[src/hw/tag_resp_cfg.svh]
/*
  Constants of the system-information and security-status responder:
  register offsets, reset values, opcodes, codes and fixed answer bytes.
  Assumes inclusion by bare name before the package and design module.
*/
`ifndef TAG_RESP_CFG_SVH
`define TAG_RESP_CFG_SVH

`define OFF_DSFID      10'h000
`define OFF_AFI        10'h004
`define OFF_LAST_BLK   10'h008
`define OFF_UID_LO     10'h00C
`define OFF_UID_HI     10'h010
`define OFF_STATUS     10'h014
`define OFF_BSS_BASE   10'h200

`define RST_DSFID      8'h00
`define RST_AFI        8'h00
`define RST_UID        64'h0000000000000000

`define OP_SYSINFO     8'h2B
`define OP_MBSS        8'h2C
`define OP_EXTINFO     8'h3B

`define FLAGS_BAD_MASK 8'hCC
`define ADDR_FLAG_BIT  5
`define LIST_MOI_BIT   4
`define LIST_EXT_BIT   7

`define LEN_SYSINFO    4'h2
`define LEN_MBSS       4'h4
`define LEN_EXTINFO    4'h3
`define LEN_UID        4'h8
`define UID_POS_SYS    4'h2
`define UID_POS_EXT    4'h3
`define LEN_OVERFLOW   4'hD

`define RFLAGS_OK      8'h00
`define RFLAGS_ERR     8'h01
`define ERR_FORMAT     8'h02
`define ERR_FLAGS      8'h03
`define ERR_BLOCK      8'h10
`define SYS_IFLAGS     8'h0F
`define BLOCK_SIZE_M1  8'h03
`define CMD_LIST       32'h00003FEF

`endif

[src/hw/tag_resp_pkg.sv]
/*
  Types of the responder: request beats, answer beats, register port,
  phase and answer-section enumerations.
  Assumes tag_resp_cfg.svh is on the include path.
*/
`default_nettype none

package tag_resp_pkg;

  typedef struct packed {
    logic       valid;
    logic       eof;
    logic [7:0] data;
  } rx_beat_s;

  typedef struct packed {
    logic       valid;
    logic       last;
    logic       read_timing;
    logic [7:0] data;
  } tx_beat_s;

  typedef struct packed {
    logic        wr;
    logic        rd;
    logic [9:0]  addr;
    logic [31:0] wdata;
  } reg_req_s;

  typedef enum logic [0:0] {
    PH_COLLECT = 1'b0,
    PH_SEND    = 1'b1
  } phase_e;

  typedef enum logic [3:0] {
    SEC_RFL  = 4'h0,
    SEC_IFL  = 4'h1,
    SEC_UID  = 4'h2,
    SEC_DSF  = 4'h3,
    SEC_AFI  = 4'h4,
    SEC_MEM  = 4'h5,
    SEC_ICR  = 4'h6,
    SEC_CMD  = 4'h7,
    SEC_ERR  = 4'h8,
    SEC_BSS  = 4'h9,
    SEC_NONE = 4'hF
  } sec_e;

endpackage

`default_nettype wire

[src/hw/tag_sysinfo_security_responder.sv]
/*
  Responder for the system-info, multiple block security status and
  extended system-info requests of a vicinity tag.
  Assumes the front end delivers decoded, CRC-checked request bytes on mclk,
  then one eof beat, and appends CRC and framing to the answer bytes.
*/
// The plain strobed port and the register addresses were chosen for this implementation.
`include "tag_resp_cfg.svh"
`default_nettype none

// Contract
// - Identifier field accepted in a request only when the address flag is set.
// - System-info answer: flags 00h, info flags 0Fh, UID, DSFID, AFI, size, reference.
// - Upper memory-size byte is block size minus one, 03h.
// - Lower memory-size byte is the last-user-block setting.
// - System-info faults answer 02h for format, 03h for flags.
// - All three answers use read-type response timing.
// - Security request needs an existing first block, else 10h; 02h/03h faults.
// - Security range past user memory is cut at the last block.
// - Security answer: flags 00h, one status byte per block, ascending.
// - List bits 0,1,2,3,5,6 request DSFID, AFI, size, reference, commands, CSI; the code ignores bit 6 and sends no CSI.
// - Memory organisation information is always reported.
// - Info flag bits mark present fields, appended in fixed order.
// - Extended info flags keep bits 4, 6 and 7 cleared.
// - Command list requested returns 00003FEFh and sets info flag bit 5.
// - Extended size: block size minus one on top, block count minus one below.
// - Extended faults answer 02h for format, 03h for flags or list.
module tag_sysinfo_security_responder #(
  parameter int         NBLK   = 80,
  parameter logic [7:0] IC_REF = 8'h5A  // Arbitrary value
) (
  input  wire logic                  mclk,
  input  wire logic                  rst,
  input  wire tag_resp_pkg::rx_beat_s rx,
  input  wire logic                  tx_ready,
  output var  tag_resp_pkg::tx_beat_s tx,
  input  wire tag_resp_pkg::reg_req_s req,
  output var  logic [31:0]           rdata
);
  import tag_resp_pkg::*;

  typedef struct packed {
    phase_e               ph;
    logic [11:0][7:0]     rbuf;
    logic [3:0]           cnt;
    sec_e                 sec;
    logic [7:0]           sub;
    sec_e                 tsec;
    logic [7:0]           tsub;
    logic [9:0]           mask;
    logic                 ext;
    logic [7:0]           start;
    logic [7:0]           n;
    logic [7:0]           list;
    logic [7:0]           err;
    logic [7:0]           dsfid;
    logic [7:0]           afi;
    logic [7:0]           last_blk;
    logic [63:0]          uid;
    logic [NBLK-1:0][7:0] block_security_byte;
    logic [31:0]          rdata;
    tx_beat_s             tx;
  } state_s;

  state_s q;
  state_s d;

  // Last byte index of a section
  function automatic logic [7:0] sec_last(input state_s s);
    unique case (s.sec)
      SEC_UID: sec_last = 8'h07;
      SEC_MEM: sec_last = s.ext ? 8'h02 : 8'h01;
      SEC_CMD: sec_last = 8'h03;
      SEC_BSS: sec_last = s.n;
      default: sec_last = 8'h00;
    endcase
  endfunction

  // Next present section after the current one
  function automatic sec_e next_sec(input state_s s);
    logic found;
    found    = 1'b0;
    next_sec = SEC_NONE;
    for (int i = 0; i < 10; i++)
    begin
      if (!found && i > int'(s.sec) && s.mask[i])
      begin
        next_sec = sec_e'(4'(i));
        found    = 1'b1;
      end
    end
  endfunction

  // Answer byte for the current section and index; multi-byte fields LSB first
  function automatic logic [7:0] byte_at(input state_s s);
    logic [63:0] sh;
    logic [31:0] cl;
    sh = s.uid >> {s.sub[2:0], 3'b000};
    cl = `CMD_LIST >> {s.sub[1:0], 3'b000};
    unique case (s.sec)
      SEC_RFL: byte_at = s.mask[SEC_ERR] ? `RFLAGS_ERR : `RFLAGS_OK;
      SEC_IFL: byte_at = s.ext ? {2'b00, s.list[5], 1'b0, s.list[3:0]}
                               : `SYS_IFLAGS;
      SEC_UID: byte_at = sh[7:0];
      SEC_DSF: byte_at = s.dsfid;
      SEC_AFI: byte_at = s.afi;
      SEC_MEM: byte_at = (s.sub == 8'h00) ? s.last_blk
                       : (s.sub == 8'h01 && s.ext) ? 8'h00
                       : `BLOCK_SIZE_M1;
      SEC_ICR: byte_at = IC_REF;
      SEC_CMD: byte_at = cl[7:0];
      SEC_ERR: byte_at = s.err;
      SEC_BSS: byte_at = s.block_security_byte[8'(s.start + s.sub)];
      default: byte_at = 8'h00;
    endcase
  endfunction

  always_comb
  begin
    logic [7:0]  flags;
    logic [7:0]  op;
    logic        addr;
    logic        ours;
    logic [3:0]  len;
    logic [3:0]  upos;
    logic [63:0] uid_rx;
    logic [7:0]  add;
    logic [8:0]  stop;
    logic [7:0]  code;
    logic [7:0]  lastsub;
    sec_e        nx;
    flags   = q.rbuf[0];
    op      = q.rbuf[1];
    addr    = flags[`ADDR_FLAG_BIT];
    ours    = 1'b1;
    len     = `LEN_SYSINFO;
    upos    = `UID_POS_SYS;
    uid_rx  = '0;
    add     = 8'h00;
    stop    = 9'h000;
    code    = 8'h00;
    lastsub = 8'h00;
    nx      = SEC_NONE;
    d       = q;
    d.rdata = '0;

    // Register port
    if (req.rd)
    begin
      if ((req.addr & `OFF_BSS_BASE) != 10'h000)
      begin
        if (int'(req.addr[8:2]) < NBLK)
          d.rdata = {24'h000000, q.block_security_byte[req.addr[8:2]]};
      end
      else
      begin
        unique case (req.addr)
          `OFF_DSFID:    d.rdata = {24'h000000, q.dsfid};
          `OFF_AFI:      d.rdata = {24'h000000, q.afi};
          `OFF_LAST_BLK: d.rdata = {24'h000000, q.last_blk};
          `OFF_UID_LO:   d.rdata = q.uid[31:0];
          `OFF_UID_HI:   d.rdata = q.uid[63:32];
          `OFF_STATUS:   d.rdata = {23'h000000, q.err, q.ph};
          default:       d.rdata = '0;
        endcase
      end
    end
    if (req.wr)
    begin
      if ((req.addr & `OFF_BSS_BASE) != 10'h000)
      begin
        if (int'(req.addr[8:2]) < NBLK)
          d.block_security_byte[req.addr[8:2]] = req.wdata[7:0];
      end
      else
      begin
        unique case (req.addr)
          `OFF_DSFID:    d.dsfid    = req.wdata[7:0];
          `OFF_AFI:      d.afi      = req.wdata[7:0];
          `OFF_LAST_BLK: d.last_blk = req.wdata[7:0];
          `OFF_UID_LO:   d.uid[31:0]  = req.wdata;
          `OFF_UID_HI:   d.uid[63:32] = req.wdata;
          default:       d.dsfid    = q.dsfid;
        endcase
      end
    end

    if (q.tx.valid && tx_ready)
      d.tx.valid = 1'b0;

    unique case (q.ph)
      PH_COLLECT:
      begin
        if (rx.valid)
        begin
          if (q.cnt < 4'hC)
            d.rbuf[q.cnt] = rx.data;
          d.cnt = (q.cnt == `LEN_OVERFLOW) ? q.cnt : q.cnt + 4'h1;
        end
        else if (rx.eof)
        begin
          d.cnt = 4'h0;
          unique case (op)
            `OP_SYSINFO: len = `LEN_SYSINFO;
            `OP_MBSS:    len = `LEN_MBSS;
            `OP_EXTINFO:
            begin
              len  = `LEN_EXTINFO;
              upos = `UID_POS_EXT;
            end
            default:     ours = 1'b0;
          endcase
          len = addr ? len + `LEN_UID : len;
          for (int k = 0; k < 8; k++)
            uid_rx[k*8 +: 8] = q.rbuf[4'(upos + 4'(k))];
          d.start = q.rbuf[4'(len - 4'h2)];
          add     = q.rbuf[4'(len - 4'h1)];
          d.list  = q.rbuf[2];
          stop    = {1'b0, d.start} + {1'b0, add};
          if (stop > {1'b0, q.last_blk})
            stop = {1'b0, q.last_blk};
          d.n   = stop[7:0] - d.start;
          d.ext = (op == `OP_EXTINFO);
          if ((flags & `FLAGS_BAD_MASK) != 8'h00)
            code = `ERR_FLAGS;
          else if (q.cnt != len)
            code = `ERR_FORMAT;
          else if (d.ext && (!d.list[`LIST_MOI_BIT] || d.list[`LIST_EXT_BIT]))
            code = `ERR_FLAGS;
          else if (op == `OP_MBSS && d.start > q.last_blk)
            code = `ERR_BLOCK;
          if (q.cnt >= 4'h2 && ours
              && !(addr && q.cnt == len && uid_rx != q.uid))
          begin
            d.err = code;
            d.ph  = PH_SEND;
            d.sec = SEC_RFL;
            d.sub = 8'h00;
            if (code != 8'h00)
              d.mask = 10'h101;
            else if (op == `OP_MBSS)
              d.mask = 10'h201;
            else if (d.ext)
              d.mask = {2'b00, d.list[5], d.list[3:0], 3'b111};
            else
              d.mask = 10'h07F;
          end
        end
      end
      PH_SEND:
      begin
        if (!q.tx.valid || tx_ready)
        begin
          lastsub          = sec_last(q);
          nx               = next_sec(q);
          d.tx.valid       = 1'b1;
          d.tx.read_timing = 1'b1;
          d.tx.data        = byte_at(q);
          d.tx.last        = (q.sub == lastsub) && (nx == SEC_NONE);
          d.tsec           = q.sec;
          d.tsub           = q.sub;
          if (q.sub != lastsub)
            d.sub = q.sub + 8'h01;
          else if (nx == SEC_NONE)
            d.ph = PH_COLLECT;
          else
          begin
            d.sec = nx;
            d.sub = 8'h00;
          end
        end
      end
      default: d.ph = PH_COLLECT;
    endcase
  end

  always_ff @(posedge mclk)
  begin
    if (rst)
    begin
      q          <= '0;
      q.dsfid    <= `RST_DSFID;
      q.afi      <= `RST_AFI;
      q.uid      <= `RST_UID;
      q.last_blk <= 8'(NBLK - 1);
    end
    else
      q <= d;
  end

  assign tx    = q.tx;
  assign rdata = q.rdata;
endmodule

`default_nettype wire

[config.mk]
export PLATFORM = sky130hd
export DESIGN_NAME = tag_sysinfo_security_responder
export DESIGN_NICKNAME = d
export VERILOG_FILES = /design/src/hw/tag_resp_pkg.sv /design/src/hw/tag_sysinfo_security_responder.sv
export VERILOG_INCLUDE_DIRS = /design/src /design/src/hw
export SDC_FILE = /design/constraint.sdc
export NUM_CORES = 2
export LEC_CHECK = 0
export BUFFER_PORTS_ARGS = -buffer_cell sky130_fd_sc_hd__buf_2
export CAP_MARGIN = 15
export CORE_ASPECT_RATIO = 0.8
export CORE_MARGIN = 2
export CORE_UTILIZATION = 50
export DETAILED_ROUTE_END_ITERATION = 12
export PLACE_DENSITY = 0.66
export SLEW_MARGIN = 30
export SYNTH_ARGS = -nofsm -noshare
export SYNTH_HDL_FRONTEND = slang
export SYNTH_SLANG_ARGS = --single-unit
[constraint.sdc]
create_clock -name mclk -period 9.3 [get_ports mclk]
set_input_delay 0.465 -clock mclk [delete_from_list [all_inputs] [get_ports mclk]]
set_output_delay 0.465 -clock mclk [all_outputs]
set_load 0.1 [all_outputs]
==> results.md <==
* Status: finished clean
* 1st-iter DRT viols at 6895
* H-tree depth at 3
* CTS sink cnt at 916
* Final-report max-slew violation count at 0
* Crit share post-route at 0.809
* Critical path required time at 9.91 ns
* Lkg Pwr at 17.4 nW
* Primary FF master, synth: dfxtp_1
* Metal3 WL at 20700 µm
* Bufs on Longest Clock Path at 3
* Crit path to: q[794]
* Yosys warns at 0
* Via Count at 43500
* Mapped Avg Cell Area at 9.00 µm²
* Fin crit period at 7.53 ns
* Power Density at 161 mW/mm²
* Dpl hpwl at 111000 µm
* Largest net degree at the start of global routing at 240
* Cell Rows at 102
* Area growth, synth to finish at 8.24%
* Hold Crit Class: primary input to flip-flop
* Slew HR at 0.284
* Path depth of the worst reg2reg path at 28
* # port buffers at 99
* Register area share after synthesis at 0.375
* Startpoint Class: flip-flop
* Starting Density at 0.505
* Clock Skews at 0.0258 ns
* Layout cells sized above 1 at 0.154
* Least-Margin Pin Slew at 1.07 ns
* Hold path cells at 3
* Core ar. at 0.0969 mm²
* Hold Buf Count CTS at 10
* Maxcap violations at 0
* Crit path max-delay family: compound AO/OA/AOI/OAI gates
* WHS at 0.0295 ns
* Die W at 354 µm
* Global placement routability congestion at 0.995
* Dpl cells at 6370
* CTS Buf Count at 96
* M1 WL at 73000 µm
* PostCTS Resize Cnt at 0
* CTS tree: done
* Fmax at 0.133 GHz
* DIE AREA at 0.100 mm²
* DRC at 0
* CP Max Fanout at 18
* Post-synthesis cell count at 5438
* Post-CTS Setup Inserts at 0
* Count of final hold-check violations at 0
* RR Endpoint: q[794]
* Post-Syn Nets at 5542
* Instance count on the critical path at 28
* Clock Latency Late Sink at 0.70 ns
* Slowest stage cell on the critical path: nor2_2
* Setup CP Type: flip-flop to flip-flop
* DR WL/cell at 26.7 µm
* Via/cell ratio at 6.64
* Critical path arrival at 8.14 ns
* Dpl ws at 1.89 ns
* Gr usage total at 0.338
* FFs w/ async S/R, synth at 0
* CP Buf/Inv Count at 2
* Die Height at 284 µm
* Highest routed layer: met5
* Placed Area at 0.0496 mm²
* RR Startpoint: q[856]
* Number of synthesized flops with an enable pin at 0
* First-pass GRT wire length at 261000 µm
* Max stage delay on crit path at 0.89 ns
* Global route overflow at 0
* Final Setup Violations at 0
* Most used cell, CP: a21o_1
* WL met2 at 75700 µm
* Crit path capture type: flip-flop
* TNS Setup at 0 ns
* Netlist cell types at 86
* 1st-pass router iterations at 6
* Design area at 0.0530 mm²
* Clock slew at reported path FFs at 0.06 ns
* Worst setup path startpoint: q[856]
* Root Buffer: clkbuf_16
* Initial antenna violation count at 15
* Commonest non-fill, non-tap cells in the layout: dfxtp_1 (915), nand2_1 (853), a21oi_1 (794)
* Vias in the first global route at 39800
* Maximum vdd drop at 0.000150 V
* Most common cell after layout, fill and taps aside: dfxtp_1
* Nets at 5284
* DRT Wirelength at 175000 µm
* Final Worst Setup Slack at 1.77 ns
* Synth Cell Area at 0.0489 mm²
* RSZ-0062 raised after global routing: no
* Final Instance Count excl. Fillers at 6556
* I/O pins at 100
* Routed Antenna Nets at 0
* FF+latch count, synth at 916
* R2R setup slack at 1.77 ns
==> worst min-delay path, stage by stage <==
cell,delay [ns]
buf_2,0.11
nand2_1,0.05
a21oi_1,0.05
==> layer usage <==
metal | global-route usage | up-vias
met3 | 0.0762 | 332
met5 | 0 | -
met4 | 0.0983 | 8
met2 | 0.494 | 2685
li1 | - | 19100
met1 | 0.498 | 21400
==> area by class of cell <==
| type | instances | area (µm²) |
|---|---|---|
| fillers | 8597 | 43900 |
| multi-input cells | 3886 | 28100 |
| flip-flops and latches | 916 | 18300 |
| clock buffers | 138 | 2810 |
| well taps | 1300 | 1630 |
| repair buffers | 182 | 1340 |
| clock inverters | 32 | 388 |
| inverters | 98 | 368 |
| diodes | 4 | 10.0 |
==> flip-flops by register name, indices dropped and copies added (netlist names) <==
| signal | cells |
|---|---|
| q | 873 |
| rdata | 32 |
| tx | 11 |
==> cells by family (layout without fill, tap and decap cells) <==
| group | count (synthesis) | in the layout | synth area share |
|---|---|---|---|
| adder cells (fa/ha/maj) | 47 | 47 | 0.0125 |
| AO/OA/AOI/OAI | 1770 | 1770 | 0.197 |
| buffers and inverters | 636 | 450 | 0.0551 |
| other | 0 | 4 | 0 |
| AND/OR/NAND/NOR | 1405 | 1405 | 0.119 |
| XOR/XNOR | 84 | 84 | 0.0152 |
| multiplexers | 580 | 580 | 0.227 |
| flip-flops | 916 | 916 | 0.375 |
==> worst min-delay path by stage <==
stage | to | from
3_3_place_gp | q[779] | q[779]
3_5_place_dp | q[781] | q[781]
4_1_cts | q[714] | req[31]
2_1_floorplan | q[781] | q[781]
5_1_grt | q[738] | req[23]
6_report | q[706] | req[23]
==> through the flow <==
stage / util / total power, mW
global route: 0.547 / 8.74
floorplan: - / 4.45
global placement: 0.511 / 4.62
detailed placement: 0.512 / 4.62
finish: 0.547 / 8.53
CTS: 0.546 / 8.54
==> power by group <==
part           leakage, nW  internal, mW  switching, mW  total (mW)
combinational         8.50         0.186          0.414       0.600
clock                 1.56          2.27           1.71        3.98
sequential            7.38          3.94         0.0127        3.95
==> synthesized netlist by cell type, types with 10 or more instances <==
| cell type | count | area, µm² |
|---|---|---|
| nand4_1 | 20 | 125 |
| buf_4 | 64 | 480 |
| nand3_1 | 27 | 135 |
| nand2b_1 | 33 | 206 |
| nor3_1 | 25 | 125 |
| o21a_1 | 10 | 75.1 |
| a22oi_1 | 46 | 345 |
| buf_2 | 44 | 220 |
| mux2i_1 | 152 | 1520 |
| o21ai_0 | 692 | 3460 |
| mux4_2 | 423 | 9530 |
| nor2b_1 | 35 | 219 |
| xnor2_1 | 45 | 394 |
| xor2_1 | 38 | 333 |
| nor2_1 | 331 | 1240 |
| o22ai_1 | 50 | 313 |
| a21oi_1 | 794 | 3970 |
| clkbuf_1 | 408 | 1530 |
| buf_1 | 20 | 75.1 |
| dfxtp_1 | 916 | 18300 |
| a21o_1 | 22 | 165 |
| nand2_1 | 867 | 3250 |
| a31oi_1 | 12 | 75.1 |
| inv_1 | 94 | 353 |
| ha_1 | 44 | 551 |
| a211oi_1 | 31 | 233 |
| nor4_1 | 17 | 106 |
| o221ai_1 | 10 | 87.6 |
No activity file was read; power rests on OpenSTA's default activity.
